<file path="config.mk">
export PLATFORM = sky130hd
export DESIGN_NAME = alpha_field_ucs2_decoder
export DESIGN_NICKNAME = d
export VERILOG_FILES = /design/src/design/alpha_ucs2_pkg.sv /design/src/design/alpha_field_ucs2_decoder.sv
export SDC_FILE = /design/constraint.sdc
export NUM_CORES = 1
export LEC_CHECK = 0
export ABC_AREA = 1
export ABC_CLOCK_PERIOD_IN_PS = 2060
export BUFFER_PORTS_ARGS = -buffer_cell sky130_fd_sc_hd__buf_4
export CAP_MARGIN = 20
export CORE_MARGIN = 2
export CORE_UTILIZATION = 53
export CTS_CLUSTER_DIAMETER = 150
export DETAILED_ROUTE_END_ITERATION = 8
export PLACE_DENSITY = 0.78
export SLEW_MARGIN = 0
export SYNTH_ARGS = -nofsm -noshare
export SYNTH_HDL_FRONTEND = slang
export SYNTH_SLANG_ARGS = --single-unit
</file>
<file path="constraint.sdc">
create_clock -name core_clk_i -period 2.06 [get_ports core_clk_i]
set_input_delay 0.103 -clock core_clk_i [delete_from_list [all_inputs] [get_ports core_clk_i]]
set_output_delay 0.103 -clock core_clk_i [all_outputs]
set_load 0.01 [all_outputs]
</file>
<file path="src/design/alpha_ucs2_pkg.sv">
package alpha_ucs2_pkg;

  // ----------------------------------------
  // Scheme tags and byte values
  // ----------------------------------------
  localparam logic [7:0]  TAG_DIRECT  = 8'h80;
  localparam logic [7:0]  TAG_PTR8    = 8'h81;
  localparam logic [7:0]  TAG_PTR16   = 8'h82;
  localparam logic [7:0]  PAD_BYTE    = 8'hFF;
  localparam int          TOP_BIT     = 7;
  localparam logic [15:0] BASE_MASK8  = 16'h7F80;
  localparam int          BASE8_SHIFT = 7;
  localparam logic [15:0] CHAR_RESET  = 16'h0000;

  // ----------------------------------------
  // Carriers
  // ----------------------------------------
  typedef struct packed {
    logic [7:0] data;
    logic       last;
  } in_byte_s;

  typedef struct packed {
    logic [15:0] code;
    logic        wide;
    logic        last;
  } out_char_s;

  typedef enum logic [6:0] {
    ST_TAG   = 7'b000_0001,
    ST_COUNT = 7'b000_0010,
    ST_BASEH = 7'b000_0100,
    ST_BASEL = 7'b000_1000,
    ST_BODY  = 7'b001_0000,
    ST_PAIR  = 7'b010_0000,
    ST_DRAIN = 7'b100_0000
  } dec_state_e;

endpackage : alpha_ucs2_pkg

</file>
<file path="src/design/alpha_field_ucs2_decoder.sv">
// Summary of operation
// - Tag 80: byte pairs form UCS2, high first
// - Tag 80: FF padding and odd byte dropped
// - Tag 81: count, then base byte shifted seven
// - Tag 81: top bit picks alphabet or offset
// - Tag 82: count, then sixteen-bit base, high first
// - Tag 82: top bit picks alphabet or offset
// - Pointer schemes: count bounds, FF is character
// - Record uses exactly one scheme
`timescale 1ns/10ps
`default_nettype none

module alpha_field_ucs2_decoder
  import alpha_ucs2_pkg::*;
(
  input  wire logic      core_clk_i,
  input  wire logic      reset_i,
  input  wire in_byte_s  in_byte_i,
  input  wire logic      in_valid_i,
  output logic           in_ready_o,
  output out_char_s      out_char_o,
  output logic           out_valid_o,
  input  wire logic      out_ready_i,
  output logic           scheme_error_o
);

  // ----------------------------------------
  // Helpers
  // ----------------------------------------
  function automatic logic [15:0] body_char(input logic [7:0] b, input logic [15:0] base);
    body_char = b[TOP_BIT] ? base + {9'h000, b[6:0]} : {9'h000, b[6:0]};
  endfunction : body_char

  // ----------------------------------------
  // State
  // ----------------------------------------
  dec_state_e  state_q, state_d;
  logic [7:0]  tag_q, tag_d;
  logic [7:0]  count_q, count_d;
  logic [15:0] base_q, base_d;
  logic [7:0]  hi_q, hi_d;
  logic        err_q, err_d;

  // Two-entry skid buffer
  out_char_s   buf_q [2];
  logic [1:0]  fill_q;
  logic        rd_q, wr_q;

  wire logic       buf_ready = (fill_q != 2'd2);
  wire logic       take      = in_valid_i && buf_ready;
  wire logic [7:0] b         = in_byte_i.data;
  wire logic       lst       = in_byte_i.last;
  wire logic       is_ptr    = (tag_q == TAG_PTR8) || (tag_q == TAG_PTR16);

  logic      push;
  out_char_s push_c;

  // ----------------------------------------
  // Decode
  // ----------------------------------------
  always_comb begin
    state_d = state_q;
    tag_d   = tag_q;
    count_d = count_q;
    base_d  = base_q;
    hi_d    = hi_q;
    err_d   = err_q;
    push    = 1'b0;
    push_c  = '{code: CHAR_RESET, wide: 1'b0, last: 1'b0};
    if (take) begin
      case (state_q)
        ST_TAG: begin
          tag_d = b;
          err_d = 1'b0;
          if (b == TAG_DIRECT) begin
            state_d = lst ? ST_TAG : ST_PAIR;
          end else if (b == TAG_PTR8 || b == TAG_PTR16) begin
            state_d = lst ? ST_TAG : ST_COUNT;
          end else begin
            push    = 1'b1;
            push_c  = '{code: {9'h000, b[6:0]}, wide: 1'b0, last: lst};
            state_d = lst ? ST_TAG : ST_BODY;
          end
        end
        ST_COUNT: begin
          count_d = b;
          state_d = lst ? ST_TAG : ST_BASEH;
        end
        ST_BASEH: begin
          if (tag_q == TAG_PTR8) begin
            base_d  = ({8'h00, b} << BASE8_SHIFT) & BASE_MASK8;
          end else begin
            base_d  = {b, 8'h00};
          end
          if (lst) begin
            state_d = ST_TAG;
          end else if (tag_q == TAG_PTR8) begin
            state_d = (count_q == 8'h00) ? ST_DRAIN : ST_BODY;
          end else begin
            state_d = ST_BASEL;
          end
        end
        ST_BASEL: begin
          base_d  = {base_q[15:8], b};
          state_d = lst ? ST_TAG : ((count_q == 8'h00) ? ST_DRAIN : ST_BODY);
        end
        ST_BODY: begin
          if (is_ptr) begin
            push    = 1'b1;
            push_c  = '{code: body_char(b, base_q), wide: b[TOP_BIT],
                        last: lst || (count_q == 8'h01)};
            count_d = count_q - 8'h01;
            if (lst) begin
              state_d = ST_TAG;
            end else if (count_q == 8'h01) begin
              state_d = ST_DRAIN;
            end
          end else begin
            // top bit set outside a wide scheme is a mixed record
            err_d   = err_q | b[TOP_BIT];
            push    = 1'b1;
            push_c  = '{code: {9'h000, b[6:0]}, wide: 1'b0, last: lst};
            state_d = lst ? ST_TAG : ST_BODY;
          end
        end
        ST_PAIR: begin
          if (hi_q == PAD_BYTE && tag_q == TAG_DIRECT && count_q[0]) begin
            // low half; an FFFF pair is padding
            if (!(hi_q == PAD_BYTE && b == PAD_BYTE)) begin
              push   = 1'b1;
            end
            push_c  = '{code: {hi_q, b}, wide: 1'b1, last: lst};
            count_d = 8'h00;
          end else if (count_q[0]) begin
            push    = 1'b1;
            push_c  = '{code: {hi_q, b}, wide: 1'b1, last: lst};
            count_d = 8'h00;
          end else begin
            hi_d    = b;
            count_d = 8'h01;
          end
          state_d = lst ? ST_TAG : ST_PAIR;
        end
        default: begin
          // Past the counted length: remaining bytes are padding
          state_d = lst ? ST_TAG : ST_DRAIN;
        end
      endcase
      if (lst && state_d == ST_TAG) begin
        count_d = 8'h00;
      end
    end
  end

  // ----------------------------------------
  // Registers
  // ----------------------------------------
  always_ff @(posedge core_clk_i) begin
    if (reset_i) begin
      state_q <= ST_TAG;
      tag_q   <= 8'h00;
      count_q <= 8'h00;
      base_q  <= CHAR_RESET;
      hi_q    <= 8'h00;
      err_q   <= 1'b0;
    end else begin
      state_q <= state_d;
      tag_q   <= tag_d;
      count_q <= count_d;
      base_q  <= base_d;
      hi_q    <= hi_d;
      err_q   <= err_d;
    end
  end

  // A padding pair that closes the string still has to mark the end
  wire logic       pad_end = take && lst && !push && (fill_q != 2'd0);
  wire logic       pop     = out_valid_o && out_ready_i;
  wire logic [1:0] fill_d  = fill_q + {1'b0, push} - {1'b0, pop};

  always_ff @(posedge core_clk_i) begin
    if (reset_i) begin
      fill_q <= 2'd0;
      rd_q   <= 1'b0;
      wr_q   <= 1'b0;
    end else begin
      fill_q <= fill_d;
      if (pop) rd_q <= ~rd_q;
      if (push) wr_q <= ~wr_q;
    end
  end

  always_ff @(posedge core_clk_i) begin
    if (reset_i) begin
      buf_q[0] <= '0;
      buf_q[1] <= '0;
    end else begin
      if (push) buf_q[wr_q] <= push_c;
      if (pad_end) buf_q[~wr_q].last <= 1'b1;
    end
  end

  // ----------------------------------------
  // Outputs, registered
  // ----------------------------------------
  wire logic       rd_next  = pop ? ~rd_q : rd_q;
  // New char is head when the buffer empties under it; its slot is only written on this edge
  wire logic       head_new = push && (fill_q == {1'b0, pop});
  wire out_char_s  head_d   = head_new ? push_c : buf_q[rd_next];

  always_ff @(posedge core_clk_i) begin
    if (reset_i) begin
      out_valid_o    <= 1'b0;
      out_char_o     <= '0;
      in_ready_o     <= 1'b0;
      scheme_error_o <= 1'b0;
    end else begin
      out_valid_o    <= (fill_d != 2'd0);
      out_char_o     <= head_d;
      if (pad_end && fill_d == 2'd1) out_char_o.last <= 1'b1;
      in_ready_o     <= (fill_d == 2'd0) || (fill_d == 2'd1 && !push);
      scheme_error_o <= err_d;
    end
  end

endmodule : alpha_field_ucs2_decoder

`default_nettype wire

</file>
==> flow_summary.ini, run 1 <==
[timing]
setup_slack_ns = 0.0229
worst_slew_pin_slew_ns = 0.409
setup_viol = 0
max_freq_mhz = 491
period_needed_ns = 2.04
period_share_pct = 98.9
drv_slew = 0
hold_viol = 0
rsz0062_at_grt = true
slew_headroom_pct = 72.5
finClkSkew_ns = 0.00743

[cts]
clkTransAtPathRegs_ns = 0.08
cts_buffers = 9
clock_path_buffers = 2
clockRootBuffer = clkbuf_16
clock_sinks = 108
htreeDepth = 3
cts_tree = built
clock_latency_ns = 0.37

[worst_setup_path]
cp.arrival_ns = 2.30
critical_path.max_stage_delay_ns = 0.37
r2r-end = in_ready_o
path_cells = inv_2 -> nand3_4 -> nor2_8 -> nand2_4 -> clkinv_4 -> nand2_4 -> nand2_4 -> nand2_4 -> ha_4 -> inv_2 -> ha_4 -> xnor2_2 -> xnor2_1 -> inv_1 -> o211ai_1 -> inv_1
r2r_setup_slack_ns = 0.02
crit_fanout = 4
setup.worst_path.class = reg -> reg
crit_path_frequent_cell = nand2_4
cp-start-kind = flip-flop
cpLargestDelayFamily = simple AND/OR/NAND/NOR gates
endpoint_kind = flip-flop
worst_ep_required_time_ns = 2.33
path_buf_inv = 5
r2r_start = state_q[6]
slowest_stage = dfxtp_1
reg2reg_depth = 16

[power_and_ir_drop]
pwr-share-clk_pct = 24.1
comb_power_share_pct = 37.8
pwr-share-seq_pct = 38.1
power.internal_mw = 4.58
power.switching_mw = 2.57
power_leakage_nw = 3.44
irDropWorstVdd_uv = 947
p_per_area_nw_per_um2 = 959
switching_share_pct = 35.9

[synth]
synthSimpleGateAreaFrac_pct = 31.5
ys_seq_elements = 108
synth_edf_count = 36
netlist_area_um2 = 6120
synth_top_flop_cell = dfxtp_1
ys_warn_count = 0
synth.distinct_cells = 43
ys_seq_area_share_pct = 41.2
syn_area_per_cell_um2 = 7.44
synth_most_common_cell = nand2_1
synth_fp_nets = 849
synth_compound_area_share_pct = 11.9
synthAdderAreaFrac_pct = 2.78
async_flop_share_pct = 0
yosys.area.top_type_share_pct = 23.5
synth-xor-area-share_pct = 1.29
synth_area_leaders = dfxtp_1 (24%), edfxtp_1 (18%), nand2_1 (13%)
synth_top_area_cell = dfxtp_1
synth_top_family_by_area = simple AND/OR/NAND/NOR gates
synthMuxAreaShare_pct = 2.94
synthTopCellsByCount = nand2_1 (211), nor2_1 (95), inv_1 (93)
synthCells = 823

[placed_design]
gp_congestion = 0.918
place_area_um2 = 6930
hpwl_um = 10700
pre_cts_ws_ns = -0.0827
dp_cells = 1028
port_buffers = 33

[die]
io_pins = 34
placeableCoreArea_um2 = 11400
fp.dieH_um = 111
die_x_um = 111
initial_core_util_pct = 53.9
rows = 39
dieArea_um2 = 12400

[global_routing]
grt_pass1_wl_um = 24600
grt_pass1_vias = 5262
gr-total-overflow = 0
antenna_found_initial = 0
grt_max_degree = 36
grt_usage_pct = 24.8

[run]
cap_violations = 0

[status]
status = completed

[detailed_routing]
drtIter0Drc = 403
avgViaCountPerCell = 5.37
postRouteAntennaNets = 0
dr.pass1.iters = 5
wirelength_um = 15300
detail_route.drc_violations = 0
wl_per_cell_um = 14.4
vias = 5679

[final_layout]
fillers = 943
design_area_um2 = 7450
drive_gt1_share_pct = 24.7
stdcell_count = 1058
fin_util_pct = 65.5
nNetsFinal = 936
antenna_cells = 0
syn_to_final_growth_pct = 21.7

[hold_path]
hold_path_depth = 3
hold_class = in -> reg
hp-start = in_byte_i[3]
hold_end = base_q[2]
[per-stage QoR]
step | setup TNS (ns) | hold slack (ns) | total power [mW]
final | 0 | 0.0353 | 7.14
after global routing | -0.486 | 0.0247 | 7.56
after CTS | 0 | 0.0208 | 6.99
after detailed placement | -0.690 | 0.411 | 5.25
after global placement | 0 | 0.406 | 5.21
after floorplan | -0.0725 | 0.252 | 4.43
[cell type report]
class / instances / area [um^2] / area share [%]
Tap cell: 143 / 179 / 2.40
Multi-Input combinational cell: 589 / 3240 / 43.4
Timing Repair Buffer: 103 / 836 / 11.2
Inverter: 99 / 377 / 5.05
Clock buffer: 9 / 225 / 3.02
Clock inverter: 7 / 68.8 / 0.924
Sequential cell: 108 / 2530 / 34.0
[power by group through the flow]
stage               clock (mW)  sequential, mW  combinational [mW]
global route              1.82            2.76                2.98
CTS                       1.75            2.72                2.52
floorplan                    0            2.80                1.63
finish                    1.72            2.72                2.70
global placement             0            2.75                2.47
detailed placement           0            2.76                2.49
[layer usage]
layer | track usage, % | share of wire, % | routed length [um]
met2 | 40.9 | 48 | 7360
met4 | 9.55 | 2.4 | 367
met1 | 31.8 | 42 | 6350
met5 | 0 | 0 | 0
met3 | 5.99 | 7.7 | 1180
[how the worst max path moves through the flow]
stage,slack (ns),from,endpoint,cells after the start
after detailed placement,-0.08,base_q[0],buf_q[1][14],12
after global routing,-0.09,state_q[6],in_ready_o,16
after global placement,0.02,base_q[0],buf_q[1][12],12
after CTS,0.002,state_q[6],in_ready_o,16
final,0.02,state_q[6],in_ready_o,16
after floorplan,-0.04,state_q[3],in_ready_o,16
[sequential cells by signal (all words and copies together) (netlist names), 2 cells and up]
name and count:
count_q 8, tag_q 8, buf_q 36, hi_q 8
base_q 16, fill_q 2, state_q 7, out_char_o 18
[cells in the final DEF, fill, tap and decap left out, drive strengths merged]
cell type    n
nor4         1
xnor2        5
buf        103
fa           1
edfxtp      36
o22ai        3
o21bai       4
and3         2
o211ai       7
a211oi       1
nand3       36
nor3         6
o21ai       45
nand3b       4
mux2        16
clkinv       4
nand2      228
o31ai        2
xor2         4
nand4       15
inv        101
clkinvlp     1
clkbuf       9
or2          4
ha          12
nor2       123
dfxtp       72
a21oi       70
[worst min-delay path, delay by kind of cell]
family / cells / cell delay, ns
buffers and inverters: 1 / 0.14
and+or+nand+nor: 1 / 0.06
AOI/OAI and AO/OA: 1 / 0.05
[kinds of logic after synthesis]
group | count (synthesis)
AO/OA/AOI/OAI | 132
XOR/XNOR | 9
adder cells (fa/ha/maj) | 13
buffers and inverters | 126
flip-flops | 108
multiplexers | 16
AND/OR/NAND/NOR | 419
[repair_timing]
item,4_1_cts,5_1_grt
pin swaps,7,7
endpoints found under the setup margin,19,48
cloned,0,0
gates resized for setup,7,23
hold buffers,0,0
buffers inserted,1,13
No activity file was read; power rests on OpenSTA's default activity.
==> run 2: changes to the inputs <==
- CORE_UTILIZATION: 53 -> 24
- PLACE_DENSITY: 0.78 -> 0.45
- TNS_END_PERCENT: not set -> 5
==> run 2 against run 1 <==
- register-to-register slack about the same
- critical path depth unchanged
- hold slack better by 0.017 ns
- worst setup slack better by 0.0038 ns
- wire length up 18%
- clock skew up 0.00055 ns
- die area up 120%
- largest power group is now combinational cells
- largest cell class unchanged
- final cell count up 21%
- first-iteration DRC count down 17%
- non-clock buffer count up 35
==> flow_summary.ini, run 2 (synthesis gave the netlist of run 1 again) <==
[final_layout]
stdcell_count = 1280
nNetsFinal = 971
top_register = buf_q
layout_common_cells = nand2_1 (197), buf_4 (130), nor2_1 (90), inv_1 (89), a21oi_1 (66)
fillers = 2749
antenna_cells = 0
reg.largest.list = buf_q (36), out_char_o (18), base_q (16)
syn_to_final_growth_pct = 30.8
largest_reg_flops = 36
final_common_cell = nand2_1
drive_gt1_share_pct = 29.3

[detailed_routing]
detail_route.drc_violations = 0
avgViaCountPerCell = 4.33
wl_met1_um = 9060
wl_met3_um = 394
vias = 5547
postRouteAntennaNets = 0
drtIter0Drc = 335
highest_layer = met4
dr.pass1.iters = 7
wirelength_um = 18000
wl_met2_um = 8380
wl_per_cell_um = 14.1

[worst_setup_path]
crit_fanout = 4
cpLargestDelayFamily = simple AND/OR/NAND/NOR gates
cp-startpoint = tag_q[7]
crit_path_frequent_cell = nand2_4
critical_path.max_stage_delay_ns = 0.34
slowest_stage = dfxtp_2
worst_ep_required_time_ns = 2.32
endpoint_kind = flip-flop
path_buf_inv = 3
path_cells = inv_2 -> nor2_2 -> nand2_1 -> nor2_2 -> nand3_2 -> nand2_4 -> nand2_4 -> nand2_4 -> ha_4 -> inv_4 -> ha_4 -> xnor2_2 -> xnor2_1 -> inv_1 -> nand4_1 -> nand2_1
setup.worst_path.class = reg -> reg
r2r_start = tag_q[7]
cp-start-kind = flip-flop
cp.arrival_ns = 2.30

[timing]
setup_viol = 0
slew_headroom_pct = 73.2
period_share_pct = 98.7
hold_viol = 0
rsz0062_at_grt = true
finClkSkew_ns = 0.00798
finalSetupTns_ns = 0
drv_slew = 0
period_needed_ns = 2.03
max_freq_mhz = 492
worst_slew_pin_slew_ns = 0.401

[cts]
cts_hold_buf = 0
clock_sinks = 108
cts_buffers = 9
cts_tree = built
clkTransAtPathRegs_ns = 0.08
clock_path_buffers = 2
htreeDepth = 3
clock_latency_ns = 0.36
clockRootBuffer = clkbuf_16

[global_routing]
antenna_found_initial = 0
grt_pass1_wl_um = 28700
grt_usage_pct = 13.9
gr-total-overflow = 0
grt_pass1_vias = 5328
grt_max_degree = 35

[power_and_ir_drop]
p_per_area_nw_per_um2 = 916
irDropWorstVdd_uv = 390
power_leakage_nw = 3.65

[run]
cap_violations = 0

[die]
rows = 58
fp.dieH_um = 164
io_pins = 34
dieArea_um2 = 26800
initial_core_util_pct = 24.4
die_x_um = 164
placeableCoreArea_um2 = 25100

[placed_design]
gp_congestion = 0.804
dp_cells = 1257
port_buffers = 33
hpwl_um = 13400

[status]
status = completed

[hold_path]
hp-start = in_byte_i[3]
hold_class = in -> reg
run 2: repair_timing:
item	4_1_cts	5_1_grt
pin swaps	9	23
resized for setup	19	40
setup buffers	2	5
gates cloned	0	0
endpoints found under the setup margin	21	63
run 2: through the flow:
stage	power (mW)	hold slack, ns	cell area, um^2	worst slack, ns	utilization [%]
finish	7.34	0.0525	8010	0.0267	31.9
global placement	5.48	0.430	7480	-0.0749	29.8
global route	7.85	0.0523	8010	-0.115	31.9
CTS	7.30	0.0466	7860	-0.00416	31.3
floorplan	4.38	0.252	6130	-0.104	-
detailed placement	5.49	0.428	7480	-0.116	29.8
run 2: cell type report:
class	instances	area, um^2	share of cell area (%)
sequential	108	2530	31.6
multi-input combinational	589	3260	40.7
timing repair buffer	138	1130	14.1
clock inverter	7	71.3	0.890
clock buffer	9	225	2.81
tap	330	413	5.15
inverter	99	379	4.73
run 2: power by group:
group / total (mW) / switching [mW] / leakage, nW / internal, mW
clock network: 1.76 / 0.900 / 0.139 / 0.856
registers: 2.71 / 0.167 / 0.968 / 2.55
logic: 2.87 / 1.59 / 2.54 / 1.27
run 2: worst min-delay path, cell delays in order:
cell	delay (ns)
buf_4	0.15
nand2_1	0.07
a21oi_1	0.05
run 2: routing by layer:
layer	global-route usage [%]	up-vias
met1	19.1	2574
li1	-	2900
met2	22.7	62
met4	3.35	0
met5	0	-
met3	2.25	11
run 2: path summary, 6_finish.rpt:
kind         cells past startpoint  slack [ns]        endpoint
min reg2reg                      2        0.47  scheme_error_o
max reg2reg                     16        0.03   out_char_o[0]
min                              3        0.05       base_q[2]
max                             16        0.03   out_char_o[0]
==> run 3: changes to the inputs <==
- CORE_ASPECT_RATIO: not set -> 0.6
==> run 3 against run 2 <==
- the run now ends with negative setup slack left
- maximum frequency down 1.9%
- die area rose by 0.16%
- hold slack worse by 0.0021 ns
- utilization up 0.25 points
- critical endpoint is now in_ready_o
- largest cell class unchanged
==> flow_summary.ini, run 3 (synthesis gave the netlist of run 1 again) <==
[status]
status = finished with violations
failed_checks = negative setup slack

[global_routing]
grt_usage_pct = 15.5
antenna_found_initial = 0
grt_pass1_wl_um = 31600
grt_pass1_vias = 5487
grt_max_degree = 50
gr-total-overflow = 0

[power_and_ir_drop]
irDropWorstVdd_uv = 429
power.total_mw = 7.36
p_per_area_nw_per_um2 = 909
power_leakage_nw = 3.71

[final_layout]
nNetsFinal = 985
layout_common_cells = nand2_1 (201), buf_4 (141), inv_1 (91), nor2_1 (89)
largest_reg_flops = 36
syn_to_final_growth_pct = 32.2
final_common_cell = nand2_1
antenna_cells = 0
drive_gt1_share_pct = 29.0
reg.largest.list = buf_q (36), out_char_o (18), base_q (16)
top_register = buf_q

[timing]
period_needed_ns = 2.07
period_share_pct = 101
setup_viol = 2
worst_slew_pin_slew_ns = 0.413
max_freq_mhz = 482
drv_slew = 0
finalSetupTns_ns = -0.0174
setup_slack_ns = -0.0132
finClkSkew_ns = 0.0170
rsz0062_at_grt = true
hold_viol = 0
slew_headroom_pct = 72.5

[worst_setup_path]
cpLargestDelayFamily = simple AND/OR/NAND/NOR gates
cp.arrival_ns = 2.33
cp-start-kind = flip-flop
path_cells = nor2_4 -> nand2_4 -> nor2_8 -> nand2_4 -> clkinv_4 -> nand2_4 -> nand2_4 -> nand2_4 -> ha_4 -> inv_1 -> ha_2 -> xnor2_2 -> xnor2_1 -> inv_1 -> o211ai_1 -> inv_1
setup.worst_path.class = reg -> reg
endpoint_kind = flip-flop
crit_fanout = 4
slowest_stage = dfxtp_2
path_buf_inv = 4
worst_ep_required_time_ns = 2.32
crit_path_frequent_cell = nand2_4
critical_path.max_stage_delay_ns = 0.34

[placed_design]
gp_congestion = 0.846
port_buffers = 33
hpwl_um = 15000

[detailed_routing]
vias = 5697
avgViaCountPerCell = 4.41
detail_route.drc_violations = 0
drtIter0Drc = 354
wl_per_cell_um = 15.4
wirelength_um = 19900
postRouteAntennaNets = 0
dr.pass1.iters = 5

[die]
fp.dieH_um = 128
dieArea_um2 = 26800
die_x_um = 210
io_pins = 34
rows = 45
placeableCoreArea_um2 = 25200
initial_core_util_pct = 24.3

[cts]
cts_tree = built
clock_sinks = 108
clkTransAtPathRegs_ns = 0.07
htreeDepth = 3
cts_hold_buf = 0
clock_latency_ns = 0.37
clock_path_buffers = 2
cts_buffers = 9
clockRootBuffer = clkbuf_16

[hold_path]
hold_class = in -> reg

[run]
cap_violations = 0
-- run 3: changes by cell type in the layout (fill, tap and decap cells not counted), moves of 3 or more --
| cell | before | now |
|---|---|---|
| buf_4 | 130 | 141 |
| dfxtp_1 | 63 | 66 |
| nand2_2 | 14 | 9 |
| nand2_1 | 197 | 201 |
| dfxtp_2 | 9 | 6 |
-- run 3: metrics by stage --
| step | instances | setup WS [ns] | hold slack, ns | utilization (%) | area (um^2) |
|---|---|---|---|---|---|
| final | 1293 | -0.0132 | 0.0504 | 32.2 | 8090 |
| after global routing | 1293 | -0.133 | 0.0502 | 32.2 | 8090 |
| after CTS | 1290 | -0.0328 | 0.0389 | 31.6 | 7960 |
| after global placement | 1268 | -0.107 | 0.421 | 30.1 | 7580 |
| after detailed placement | 1268 | -0.155 | 0.423 | 30.1 | 7580 |
| after floorplan | 823 | -0.104 | 0.252 | - | 6130 |
-- run 3: what timing repair did --
action / CTS / global route
setup buffers: 6 / 2
resized for setup: 18 / 31
pin swaps: 9 / 7
cloned: 0 / 1
endpoints found under the setup margin: 36 / 96
-- run 3: where the power goes --
group	internal (mW)	leakage [nW]	total (mW)	switching, mW
combinational	1.30	2.62	2.94	1.63
sequential	2.55	0.967	2.73	0.184
clock	0.826	0.124	1.69	0.865
-- run 3: final cells by class --
class / count / area [um^2]
Tap cell: 329 / 412
Multi-Input combinational cell: 589 / 3240
Sequential cell: 108 / 2530
Clock buffer: 11 / 233
Clock inverter: 5 / 36.3
Fill cell: 2760 / 17100
Timing Repair Buffer: 152 / 1270
Inverter: 99 / 377
-- run 3: path summary, 6_finish.rpt --
check,startpoint,end,slack [ns],cells past startpoint
worst min register to register,base_q[5],base_q[5],0.47,2
worst max register to register,state_q[2],in_ready_o,-0.01,16
worst max-delay path,state_q[2],in_ready_o,-0.01,16
worst min-delay path,in_byte_i[3],base_q[2],0.05,3
-- run 3: per-layer routing --
| layer | share of wire (%) | routed length (um) | vias to the layer above | GRT usage [%] |
|---|---|---|---|---|
| met5 | 0 | 0 | - | 0 |
| met1 | 58 | 11600 | 2627 | 25.5 |
| met4 | 0.73 | 146 | 0 | 2.50 |
| met2 | 36 | 7230 | 128 | 20.4 |
| li1 | - | - | 2930 | - |
| met3 | 4.8 | 950 | 12 | 2.84 |
-- run 3: worst min-delay path: cells and delay by family --
kind	cells	cell delay, ns
buffers and inverters	1	0.14
and+or+nand+nor	1	0.06
AOI/OAI and AO/OA	1	0.05
